File: config.mk
export PLATFORM = sky130hd
export DESIGN_NAME = fped_decoder
export DESIGN_NICKNAME = d
export VERILOG_FILES = /design/src/hdl/fped_pkg.sv /design/src/hdl/fped_decoder.sv
export SDC_FILE = /design/constraint.sdc
export NUM_CORES = 1
export LEC_CHECK = 0
export CAP_MARGIN = 20
export CORE_AREA = 4 4 81 83
export DETAILED_ROUTE_END_ITERATION = 6
export DIE_AREA = 0 0 85 87
export DONT_BUFFER_PORTS = 1
export PLACE_DENSITY = 0.7
export SLEW_MARGIN = 20
export SYNTH_ARGS = -nofsm -noshare
export SYNTH_HDL_FRONTEND = slang
export SYNTH_SLANG_ARGS = --single-unit
File: constraint.sdc
create_clock -name clock_i -period 4.7 [get_ports clock_i]
set_input_delay 0.705 -clock clock_i [delete_from_list [all_inputs] [get_ports clock_i]]
set_output_delay 0.705 -clock clock_i [all_outputs]
set_load 0.005 [all_outputs]
File: src/hdl/fped_pkg.sv
// constants for the flash page expansion decoder
package fped_pkg;
  // register offsets on the plain register port
  localparam logic [15:0] PAGE_PORT_DATA_OFS = 16'h00fc;
  localparam logic [15:0] PAGE_PORT_DIRECTION_OFS = 16'h00fd;
  localparam logic [15:0] PROGRAM_PAGE_INDEX_OFS = 16'h0030;
  localparam logic [15:0] MAP_CONTROL_OFS = 16'h0031;
  localparam logic [15:0] DECODE_STATUS_OFS = 16'h0032;
  // port bit positions
  localparam int PORT_CS_BIT = 7;
  localparam int PORT_GPIO_BIT = 3;
  localparam logic [7:0] PORT_IMPL_MASK = 8'h8f;
  localparam logic [7:0] DIRECTION_RESET = 8'h00;
  localparam logic [2:0] PAGE_INDEX_RESET = 3'h0;
  // map control fields
  localparam int CTL_TEST_WIN_BIT = 0;
  localparam int CTL_EMU_BIT = 1;
  localparam int CTL_STRETCH_LSB = 2;
  localparam int CTL_PULLUP_BIT = 4;
  // address windows
  localparam logic [15:0] USER_WIN_LO = 16'h8000;
  localparam logic [15:0] USER_WIN_HI = 16'hbfff;
  localparam logic [15:0] FIXED6_LO = 16'h4000;
  localparam logic [15:0] FIXED6_HI = 16'h7fff;
  localparam logic [15:0] FIXED7_LO = 16'hc000;
  localparam logic [15:0] FIXED7_HI = 16'hffff;
  localparam logic [15:0] TEST_WIN_LO = 16'h8000;
  localparam logic [15:0] TEST_WIN_HI = 16'hffff;
  localparam logic [15:0] FREG_WIN_LO = 16'h00f4;
  localparam logic [15:0] FREG_WIN_HI = 16'h00f7;
  localparam logic [2:0] PAGE_SIX = 3'h6;
  localparam logic [2:0] PAGE_SEVEN = 3'h7;
  // operating modes
  typedef enum logic [1:0] {
    FPED_SINGLE_CHIP = 2'b00,
    FPED_EXPANDED = 2'b01,
    FPED_PERIPHERAL = 2'b10,
    FPED_SPECIAL = 2'b11
  } fped_mode_t;
  typedef enum logic [1:0] {
    FPED_CS_IDLE = 2'b00,
    FPED_CS_HIGH = 2'b01,
    FPED_CS_STRETCH = 2'b10
  } fped_cs_state_t;
endpackage

File: src/hdl/fped_decoder.sv
// flash page expansion decoder with page index port
//
// Strobed register access is this design's own decision.
`timescale 1ns/1ps
// Function
// - decode 16K user window 8000-BFFF from the indexed flash page
// - index bits 2:1 pick array, bit 0 picks half
// - page six fixed at 4000-7FFF, page seven at C000-FFFF
// - flash register window F4-F7, array chosen by index bits 2:1
// - special mode plus test bit gives 32K window 8000-FFFF
// - test window never presented outside special mode
// - three index pins and chip select when emulating; bit 3 always I/O
// - data writes do not change pins driving emulated index
// - data and direction unmapped in peripheral/expanded with emulation on
// - chip select low for program window access to flash or external
// - chip select in E high phase, stretched for external access
// - chip select inactive unless emulation enabled
// - index pins drive the page index register contents
// - direction 0 input, 1 output, reset to 0
// - input pins selectable plain or pulled up
// - data register read and write anytime where mapped
// - stretch code n adds n-1 E clocks (0-2), only external in expanded mode
module fped_decoder (
  // clock and reset
  input wire logic clock_i,
  input wire logic rst_i,
  // register port
  input wire logic [15:0] reg_addr_i,
  input wire logic [7:0] reg_wdata_i,
  input wire logic reg_write_i,
  input wire logic reg_read_i,
  output logic [7:0] reg_rdata_o,
  // system state
  input wire logic [1:0] op_mode_i,
  input wire logic e_clock_high_i,
  // cpu address bus
  input wire logic [15:0] cpu_addr_i,
  input wire logic cpu_valid_i,
  input wire logic ext_present_i,
  // decode results
  output logic user_window_o,
  output logic test_window_o,
  output logic fixed_window_o,
  output logic flash_reg_window_o,
  output logic [1:0] flash_array_o,
  output logic [14:0] flash_offset_o,
  output logic [1:0] flash_reg_offset_o,
  output logic ext_access_o,
  output logic stretch_busy_o,
  // page port pins
  input wire logic [7:0] port_pin_i,
  output logic [7:0] port_pin_o,
  output logic [7:0] port_pin_oe_o,
  output logic [7:0] port_pullup_o
);
  logic [2:0] program_page_index;
  logic flash_test_window_enable;
  logic page_emulation_enable;
  logic [1:0] external_stretch;
  logic pullup_enable;
  logic [7:0] page_port_data;
  logic [7:0] page_port_direction;
  fped_pkg::fped_mode_t mode;
  fped_pkg::fped_cs_state_t cs_state;
  fped_pkg::fped_cs_state_t next_cs_state;
  logic [1:0] stretch_count;
  logic special;
  logic expanded_like;
  logic test_active;
  logic in_user;
  logic in_fixed6;
  logic in_fixed7;
  logic in_test;
  logic in_freg;
  logic program_hit;
  logic ext_hit;
  logic port_mapped;
  logic hit_data;
  logic hit_direction;
  logic emulated_chip_select;
  logic [2:0] page_index_out;

  function automatic logic in_range(input logic [15:0] a,
                                    input logic [15:0] lo,
                                    input logic [15:0] hi);
    in_range = (a >= lo) && (a <= hi);
  endfunction

  assign mode = fped_pkg::fped_mode_t'(op_mode_i);
  assign special = (mode == fped_pkg::FPED_SPECIAL);
  assign expanded_like = (mode == fped_pkg::FPED_EXPANDED) ||
                         (mode == fped_pkg::FPED_PERIPHERAL);
  // test bit only counts in special mode
  assign test_active = special && flash_test_window_enable;

  // address decode
  assign in_test = test_active &&
                   in_range(cpu_addr_i, fped_pkg::TEST_WIN_LO,
                            fped_pkg::TEST_WIN_HI);
  assign in_user = !test_active &&
                   in_range(cpu_addr_i, fped_pkg::USER_WIN_LO,
                            fped_pkg::USER_WIN_HI);
  assign in_fixed6 = in_range(cpu_addr_i, fped_pkg::FIXED6_LO,
                              fped_pkg::FIXED6_HI);
  assign in_fixed7 = !test_active &&
                     in_range(cpu_addr_i, fped_pkg::FIXED7_LO,
                              fped_pkg::FIXED7_HI);
  assign in_freg = in_range(cpu_addr_i, fped_pkg::FREG_WIN_LO,
                            fped_pkg::FREG_WIN_HI);
  assign program_hit = in_user || in_test;
  // external only in expanded-style modes, never single chip
  assign ext_hit = cpu_valid_i && ext_present_i && expanded_like;

  // registered decode results
  always_ff @(posedge clock_i) begin
    if (rst_i) begin
      user_window_o <= 1'b0;
      test_window_o <= 1'b0;
      fixed_window_o <= 1'b0;
      flash_reg_window_o <= 1'b0;
      flash_array_o <= 2'h0;
      flash_offset_o <= 15'h0000;
      flash_reg_offset_o <= 2'h0;
      ext_access_o <= 1'b0;
    end else begin
      user_window_o <= cpu_valid_i && in_user;
      test_window_o <= cpu_valid_i && in_test;
      fixed_window_o <= cpu_valid_i && (in_fixed6 || in_fixed7);
      flash_reg_window_o <= cpu_valid_i && in_freg;
      flash_reg_offset_o <= cpu_addr_i[1:0];
      ext_access_o <= ext_hit;
      if (in_test) begin
        // index bits 2:1 act as upper address bits
        flash_array_o <= program_page_index[2:1];
        flash_offset_o <= cpu_addr_i[14:0];
      end else if (in_user) begin
        flash_array_o <= program_page_index[2:1];
        flash_offset_o <= {program_page_index[0], cpu_addr_i[13:0]};
      end else if (in_fixed6) begin
        flash_array_o <= fped_pkg::PAGE_SIX[2:1];
        flash_offset_o <= {fped_pkg::PAGE_SIX[0], cpu_addr_i[13:0]};
      end else if (in_fixed7) begin
        flash_array_o <= fped_pkg::PAGE_SEVEN[2:1];
        flash_offset_o <= {fped_pkg::PAGE_SEVEN[0], cpu_addr_i[13:0]};
      end else if (in_freg) begin
        flash_array_o <= program_page_index[2:1];
        flash_offset_o <= 15'h0000;
      end else begin
        flash_array_o <= 2'h0;
        flash_offset_o <= 15'h0000;
      end
    end
  end

  // register access
  assign port_mapped = !(expanded_like && page_emulation_enable);
  assign hit_data = port_mapped &&
                    (reg_addr_i == fped_pkg::PAGE_PORT_DATA_OFS);
  assign hit_direction = port_mapped &&
                         (reg_addr_i == fped_pkg::PAGE_PORT_DIRECTION_OFS);

  always_ff @(posedge clock_i) begin
    if (rst_i) begin
      program_page_index <= fped_pkg::PAGE_INDEX_RESET;
    end else if (reg_write_i &&
                 reg_addr_i == fped_pkg::PROGRAM_PAGE_INDEX_OFS) begin
      program_page_index <= reg_wdata_i[2:0];
    end
  end

  always_ff @(posedge clock_i) begin
    if (rst_i) begin
      flash_test_window_enable <= 1'b0;
      page_emulation_enable <= 1'b0;
      external_stretch <= 2'h0;
      pullup_enable <= 1'b0;
    end else if (reg_write_i && reg_addr_i == fped_pkg::MAP_CONTROL_OFS) begin
      flash_test_window_enable <= reg_wdata_i[fped_pkg::CTL_TEST_WIN_BIT];
      page_emulation_enable <= reg_wdata_i[fped_pkg::CTL_EMU_BIT];
      external_stretch <= reg_wdata_i[fped_pkg::CTL_STRETCH_LSB +: 2];
      pullup_enable <= reg_wdata_i[fped_pkg::CTL_PULLUP_BIT];
    end
  end

  always_ff @(posedge clock_i) begin
    if (rst_i) begin
      page_port_data <= 8'h00;
    end else if (reg_write_i && hit_data) begin
      page_port_data <= reg_wdata_i & fped_pkg::PORT_IMPL_MASK;
    end
  end

  always_ff @(posedge clock_i) begin
    if (rst_i) begin
      page_port_direction <= fped_pkg::DIRECTION_RESET;
    end else if (reg_write_i && hit_direction) begin
      page_port_direction <= reg_wdata_i & fped_pkg::PORT_IMPL_MASK;
    end
  end

  // read data, one cycle after the strobe, zero otherwise
  always_ff @(posedge clock_i) begin
    if (rst_i) begin
      reg_rdata_o <= 8'h00;
    end else if (!reg_read_i) begin
      reg_rdata_o <= 8'h00;
    end else if (hit_data) begin
      // output pins read the driven port_pin_o, input pins read the pin
      reg_rdata_o <= ((port_pin_o & port_pin_oe_o) |
                      (port_pin_i & ~port_pin_oe_o)) &
                     fped_pkg::PORT_IMPL_MASK;
    end else if (hit_direction) begin
      reg_rdata_o <= page_port_direction;
    end else if (reg_addr_i == fped_pkg::PROGRAM_PAGE_INDEX_OFS) begin
      reg_rdata_o <= {5'h00, program_page_index};
    end else if (reg_addr_i == fped_pkg::MAP_CONTROL_OFS) begin
      reg_rdata_o <= {3'h0, pullup_enable, external_stretch,
                      page_emulation_enable, test_active};
    end else if (reg_addr_i == fped_pkg::DECODE_STATUS_OFS) begin
      reg_rdata_o <= {2'h0, cs_state, stretch_count,
                      emulated_chip_select, test_active};
    end else begin
      reg_rdata_o <= 8'h00;
    end
  end

  // chip select: E high phase, plus stretch E clocks for external in expanded mode
  always_comb begin
    next_cs_state = cs_state;
    unique case (cs_state)
      fped_pkg::FPED_CS_IDLE: begin
        if (page_emulation_enable && cpu_valid_i && program_hit &&
            e_clock_high_i) begin
          next_cs_state = fped_pkg::FPED_CS_HIGH;
        end
      end
      fped_pkg::FPED_CS_HIGH: begin
        if (!e_clock_high_i) begin
          // only expanded mode stretches; peripheral external access gets no stretch
          if (ext_hit && mode == fped_pkg::FPED_EXPANDED &&
              external_stretch != 2'h0) begin
            next_cs_state = fped_pkg::FPED_CS_STRETCH;
          end else begin
            next_cs_state = fped_pkg::FPED_CS_IDLE;
          end
        end
      end
      fped_pkg::FPED_CS_STRETCH: begin
        if (!e_clock_high_i && stretch_count == 2'h0) begin
          next_cs_state = fped_pkg::FPED_CS_IDLE;
        end
      end
      default: next_cs_state = fped_pkg::FPED_CS_IDLE;
    endcase
  end

  always_ff @(posedge clock_i) begin
    if (rst_i) begin
      cs_state <= fped_pkg::FPED_CS_IDLE;
    end else if (!page_emulation_enable) begin
      cs_state <= fped_pkg::FPED_CS_IDLE;
    end else begin
      cs_state <= next_cs_state;
    end
  end

  // counts remaining stretched E clocks by falling E edges seen low
  logic e_high_q;
  always_ff @(posedge clock_i) begin
    if (rst_i) begin
      e_high_q <= 1'b0;
    end else begin
      e_high_q <= e_clock_high_i;
    end
  end

  always_ff @(posedge clock_i) begin
    if (rst_i) begin
      stretch_count <= 2'h0;
    end else if (cs_state == fped_pkg::FPED_CS_HIGH && !e_clock_high_i) begin
      stretch_count <= external_stretch - 2'h1;
    end else if (cs_state == fped_pkg::FPED_CS_STRETCH &&
                 e_high_q && !e_clock_high_i && stretch_count != 2'h0) begin
      stretch_count <= stretch_count - 2'h1;
    end
  end

  assign emulated_chip_select = (cs_state != fped_pkg::FPED_CS_IDLE);
  assign stretch_busy_o = (cs_state == fped_pkg::FPED_CS_STRETCH);
  assign page_index_out = program_page_index;

  // pin drive: emulation overrides data latch on index and select pins
  always_ff @(posedge clock_i) begin
    if (rst_i) begin
      port_pin_o <= 8'h00;
      port_pin_oe_o <= 8'h00;
      port_pullup_o <= 8'h00;
    end else begin
      port_pin_o <= page_port_data;
      port_pin_oe_o <= page_port_direction;
      if (page_emulation_enable) begin
        port_pin_o[2:0] <= page_index_out;
        port_pin_o[fped_pkg::PORT_CS_BIT] <= !emulated_chip_select;
        port_pin_oe_o[2:0] <= 3'h7;
        port_pin_oe_o[fped_pkg::PORT_CS_BIT] <= 1'b1;
      end
      // bit 3 stays general I/O, taken from the latch above
      port_pullup_o <= pullup_enable ?
                       (~page_port_direction & fped_pkg::PORT_IMPL_MASK) :
                       8'h00;
    end
  end
endmodule

==> impl_metrics.yaml <==
grt:
  antenna_found_initial: 0
  use_met1: 0.247
  grt_max_degree: 42
  grt_pass1_vias: 2215
  grt_util_met3: 0.0662
  gr-total-overflow: 0
  top_usage_layer: "met2"
  use_met2: 0.297
  global_route.usage.total: 0.192
  grt_pass1_wl_um: 11200
setup_path:
  r2r_start: "page_emulation_enable$_SDFFE_PP0P_"
  cpPeakStageDelay_ps: 600
  critPathSlowestCell: "nor4_4"
  path_buf_inv: 0
  rrSetupSlack_ps: 2880
  cp-start-kind: "primary input"
  startpoint: "reg_addr_i[9]"
  critical_path_class: "in -> reg"
  arrival_ps: 2540
  end_kind: "register"
  crit_family: "simple AND/OR/NAND/NOR gates"
  cp.required_ps: 4970
  crit_fanout: 11
  worstPathCellList: "or4_4 -> nor4_4 -> and3_1 -> mux2i_1"
die:
  coreArea_um2: 5850
  start_util: 0.502
  row_count: 28
  die_area_um2: 7400
  ioPinCount: 114
  die_w_um: 85
  die_h_um: 87
job:
  max-cap-violations: 0
clock_network:
  cts_hold_buf: 0
  cts_tree: "yes"
  clock_latency_ps: 340
  root_buffer: "clkbuf_8"
  cts_setup_buffers: 0
  cts_sinks: 69
  clk_path_buf_depth: 2
  cts_buffers: 9
  ctsHtreeMaxLevel: 3
  post_cts_resized: 0
  path_clk_slew_ps: 80
route:
  wl_um: 6780
  firstDrtPassIters: 4
  vias: 2227
  viasPerCell: 5.81
  ant_nets: 0
  post_drt_wl_per_cell_um: 17.7
  drt_iter0_markers: 185
  drc_errors: 0
place:
  placed_area_um2: 2880
  dp_cells: 367
  dp.final_hpwl_um: 5050
  finalWeightedCongestion: 0.926
  port_buffers: 0
synthesis:
  synth-edff-count: 0
  synthFlopType: "dfxtp_1"
  ys_ff_latch: 69
  async_flop_share: 0
  syn_inst: 309
  synth_area_um2: 2940
  synth-warning-count: 0
  yosysUniqueCellTypes: 52
  synth.yosys.seq_area_share: 0.470
  avgSynthCellArea_um2: 9.51
pwr:
  p_leak_nw: 1.14
  power_density_nw_per_um2: 390
  design_power_total_mw: 1.22
  ir_worst_vdd_mv: 0.216
timing:
  max_slew_margin: 0.489
  fmax_mhz: 441
  hold_viol_final: 0
  finalClockSkew_ps: 5.48
  rsz0062_at_grt: "false"
  fin_crit_ps: 2270
  max_slew.worst_pin.slew_ps: 762
  setup_viol: 0
  fin_crit_sh: 0.483
  holdWs_ps: 425
  final.setup.tns_ps: 0
  slew_violations: 0
finish:
  n_antenna_cell: 0
  fin_area_um2: 3130
  seq_area_um2: 1380
  multi_input_area_um2: 1390
  n_fill_cell: 532
  final_common_cell: "dfxtp_1"
  layout.nets: 362
  layout-drive-gt1-share: 0.0942
  instances_no_fill: 383
  syn_to_final_growth_pct: 6.56
  most-common-layout-cells: "dfxtp_1 (69), nor2_1 (31), a21oi_1 (19)"
hold_path:
  min_from: "cpu_addr_i[14]"
  hold_path_class: "in -> reg"
run_status:
  status: "complete, no violations"
## routing by layer
metal	wire length, um	vias to the layer above
met1	2850	1033
met4	111	0
met5	0	-
met3	656	11
met2	3170	102
li1	-	1081
## path summary, 6_finish.rpt
path                                      endpoint  depth (start not counted)
hold reg to reg           port_pin_o[3]$_SDFF_PP0_                          2
setup / recovery  external_stretch[0]$_SDFFE_PP0P_                          4
hold / removal            user_window_o$_SDFF_PP0_                          1
setup reg to reg    page_port_data[3]$_SDFFE_PP0P_                          4
## cell usage after synthesis (all sizes together) (2+ instances only)
cell | count | share of area
o32ai | 2 | 0.0060
nor4b | 2 | 0.0060
nand2 | 9 | 0.011
inv | 5 | 0.0064
nor4bb | 2 | 0.0068
and4b | 2 | 0.0068
nand3 | 11 | 0.019
nor3 | 2 | 0.0034
o22ai | 2 | 0.0043
nand2b | 14 | 0.030
dfxtp | 69 | 0.47
nand4 | 15 | 0.032
mux2i | 14 | 0.048
o21a | 2 | 0.0051
nor3b | 3 | 0.0077
clkbuf | 8 | 0.014
nor4 | 8 | 0.027
a21oi | 19 | 0.032
or4 | 4 | 0.014
o21ai | 13 | 0.022
a31o | 2 | 0.0060
ha | 2 | 0.0085
buf | 17 | 0.049
nor2 | 32 | 0.042
and2 | 14 | 0.030
nor2b | 10 | 0.021
a32oi | 5 | 0.015
and3 | 4 | 0.0085
## power by group
part           internal, mW  switching, mW  total, mW
Sequential            0.594        0.00497      0.599
Clock                 0.356          0.228      0.584
Combinational        0.0181         0.0198     0.0380
## cells by family after synthesis
logic type,share of synthesized area
simple gates,0.275
flops,0.470
compound gates,0.117
buf+inv,0.0715
mux,0.0515
fa+ha+maj,0.00851
xor+xnor,0.00596
other cells,0.00128
## stage by stage
stage | utilization | setup WS (ps)
after floorplan | - | 2460
after CTS | 0.533 | 2450
final | 0.535 | 2430
after detailed placement | 0.491 | 2080
after global placement | 0.491 | 2110
after global routing | 0.535 | 2340
## cell type report
class / instances / share of cell area
multi-input combinational: 218 / 0.445
tap: 75 / 0.0300
clock buffer: 9 / 0.0396
clock inverter: 7 / 0.0388
inverter: 5 / 0.00599
sequential: 69 / 0.441
## registers in the layout (all words and copies together) (netlist names), 3 cells and up
| signal | count |
|---|---|
| port_pin_oe_o | 5 |
| page_port_direction | 5 |
| reg_rdata_o | 7 |
| page_port_data | 5 |
| page_index_out | 3 |
| port_pullup_o | 5 |
| port_pin_o | 5 |
| flash_offset_o | 15 |
No activity file was read; power rests on OpenSTA's default activity.
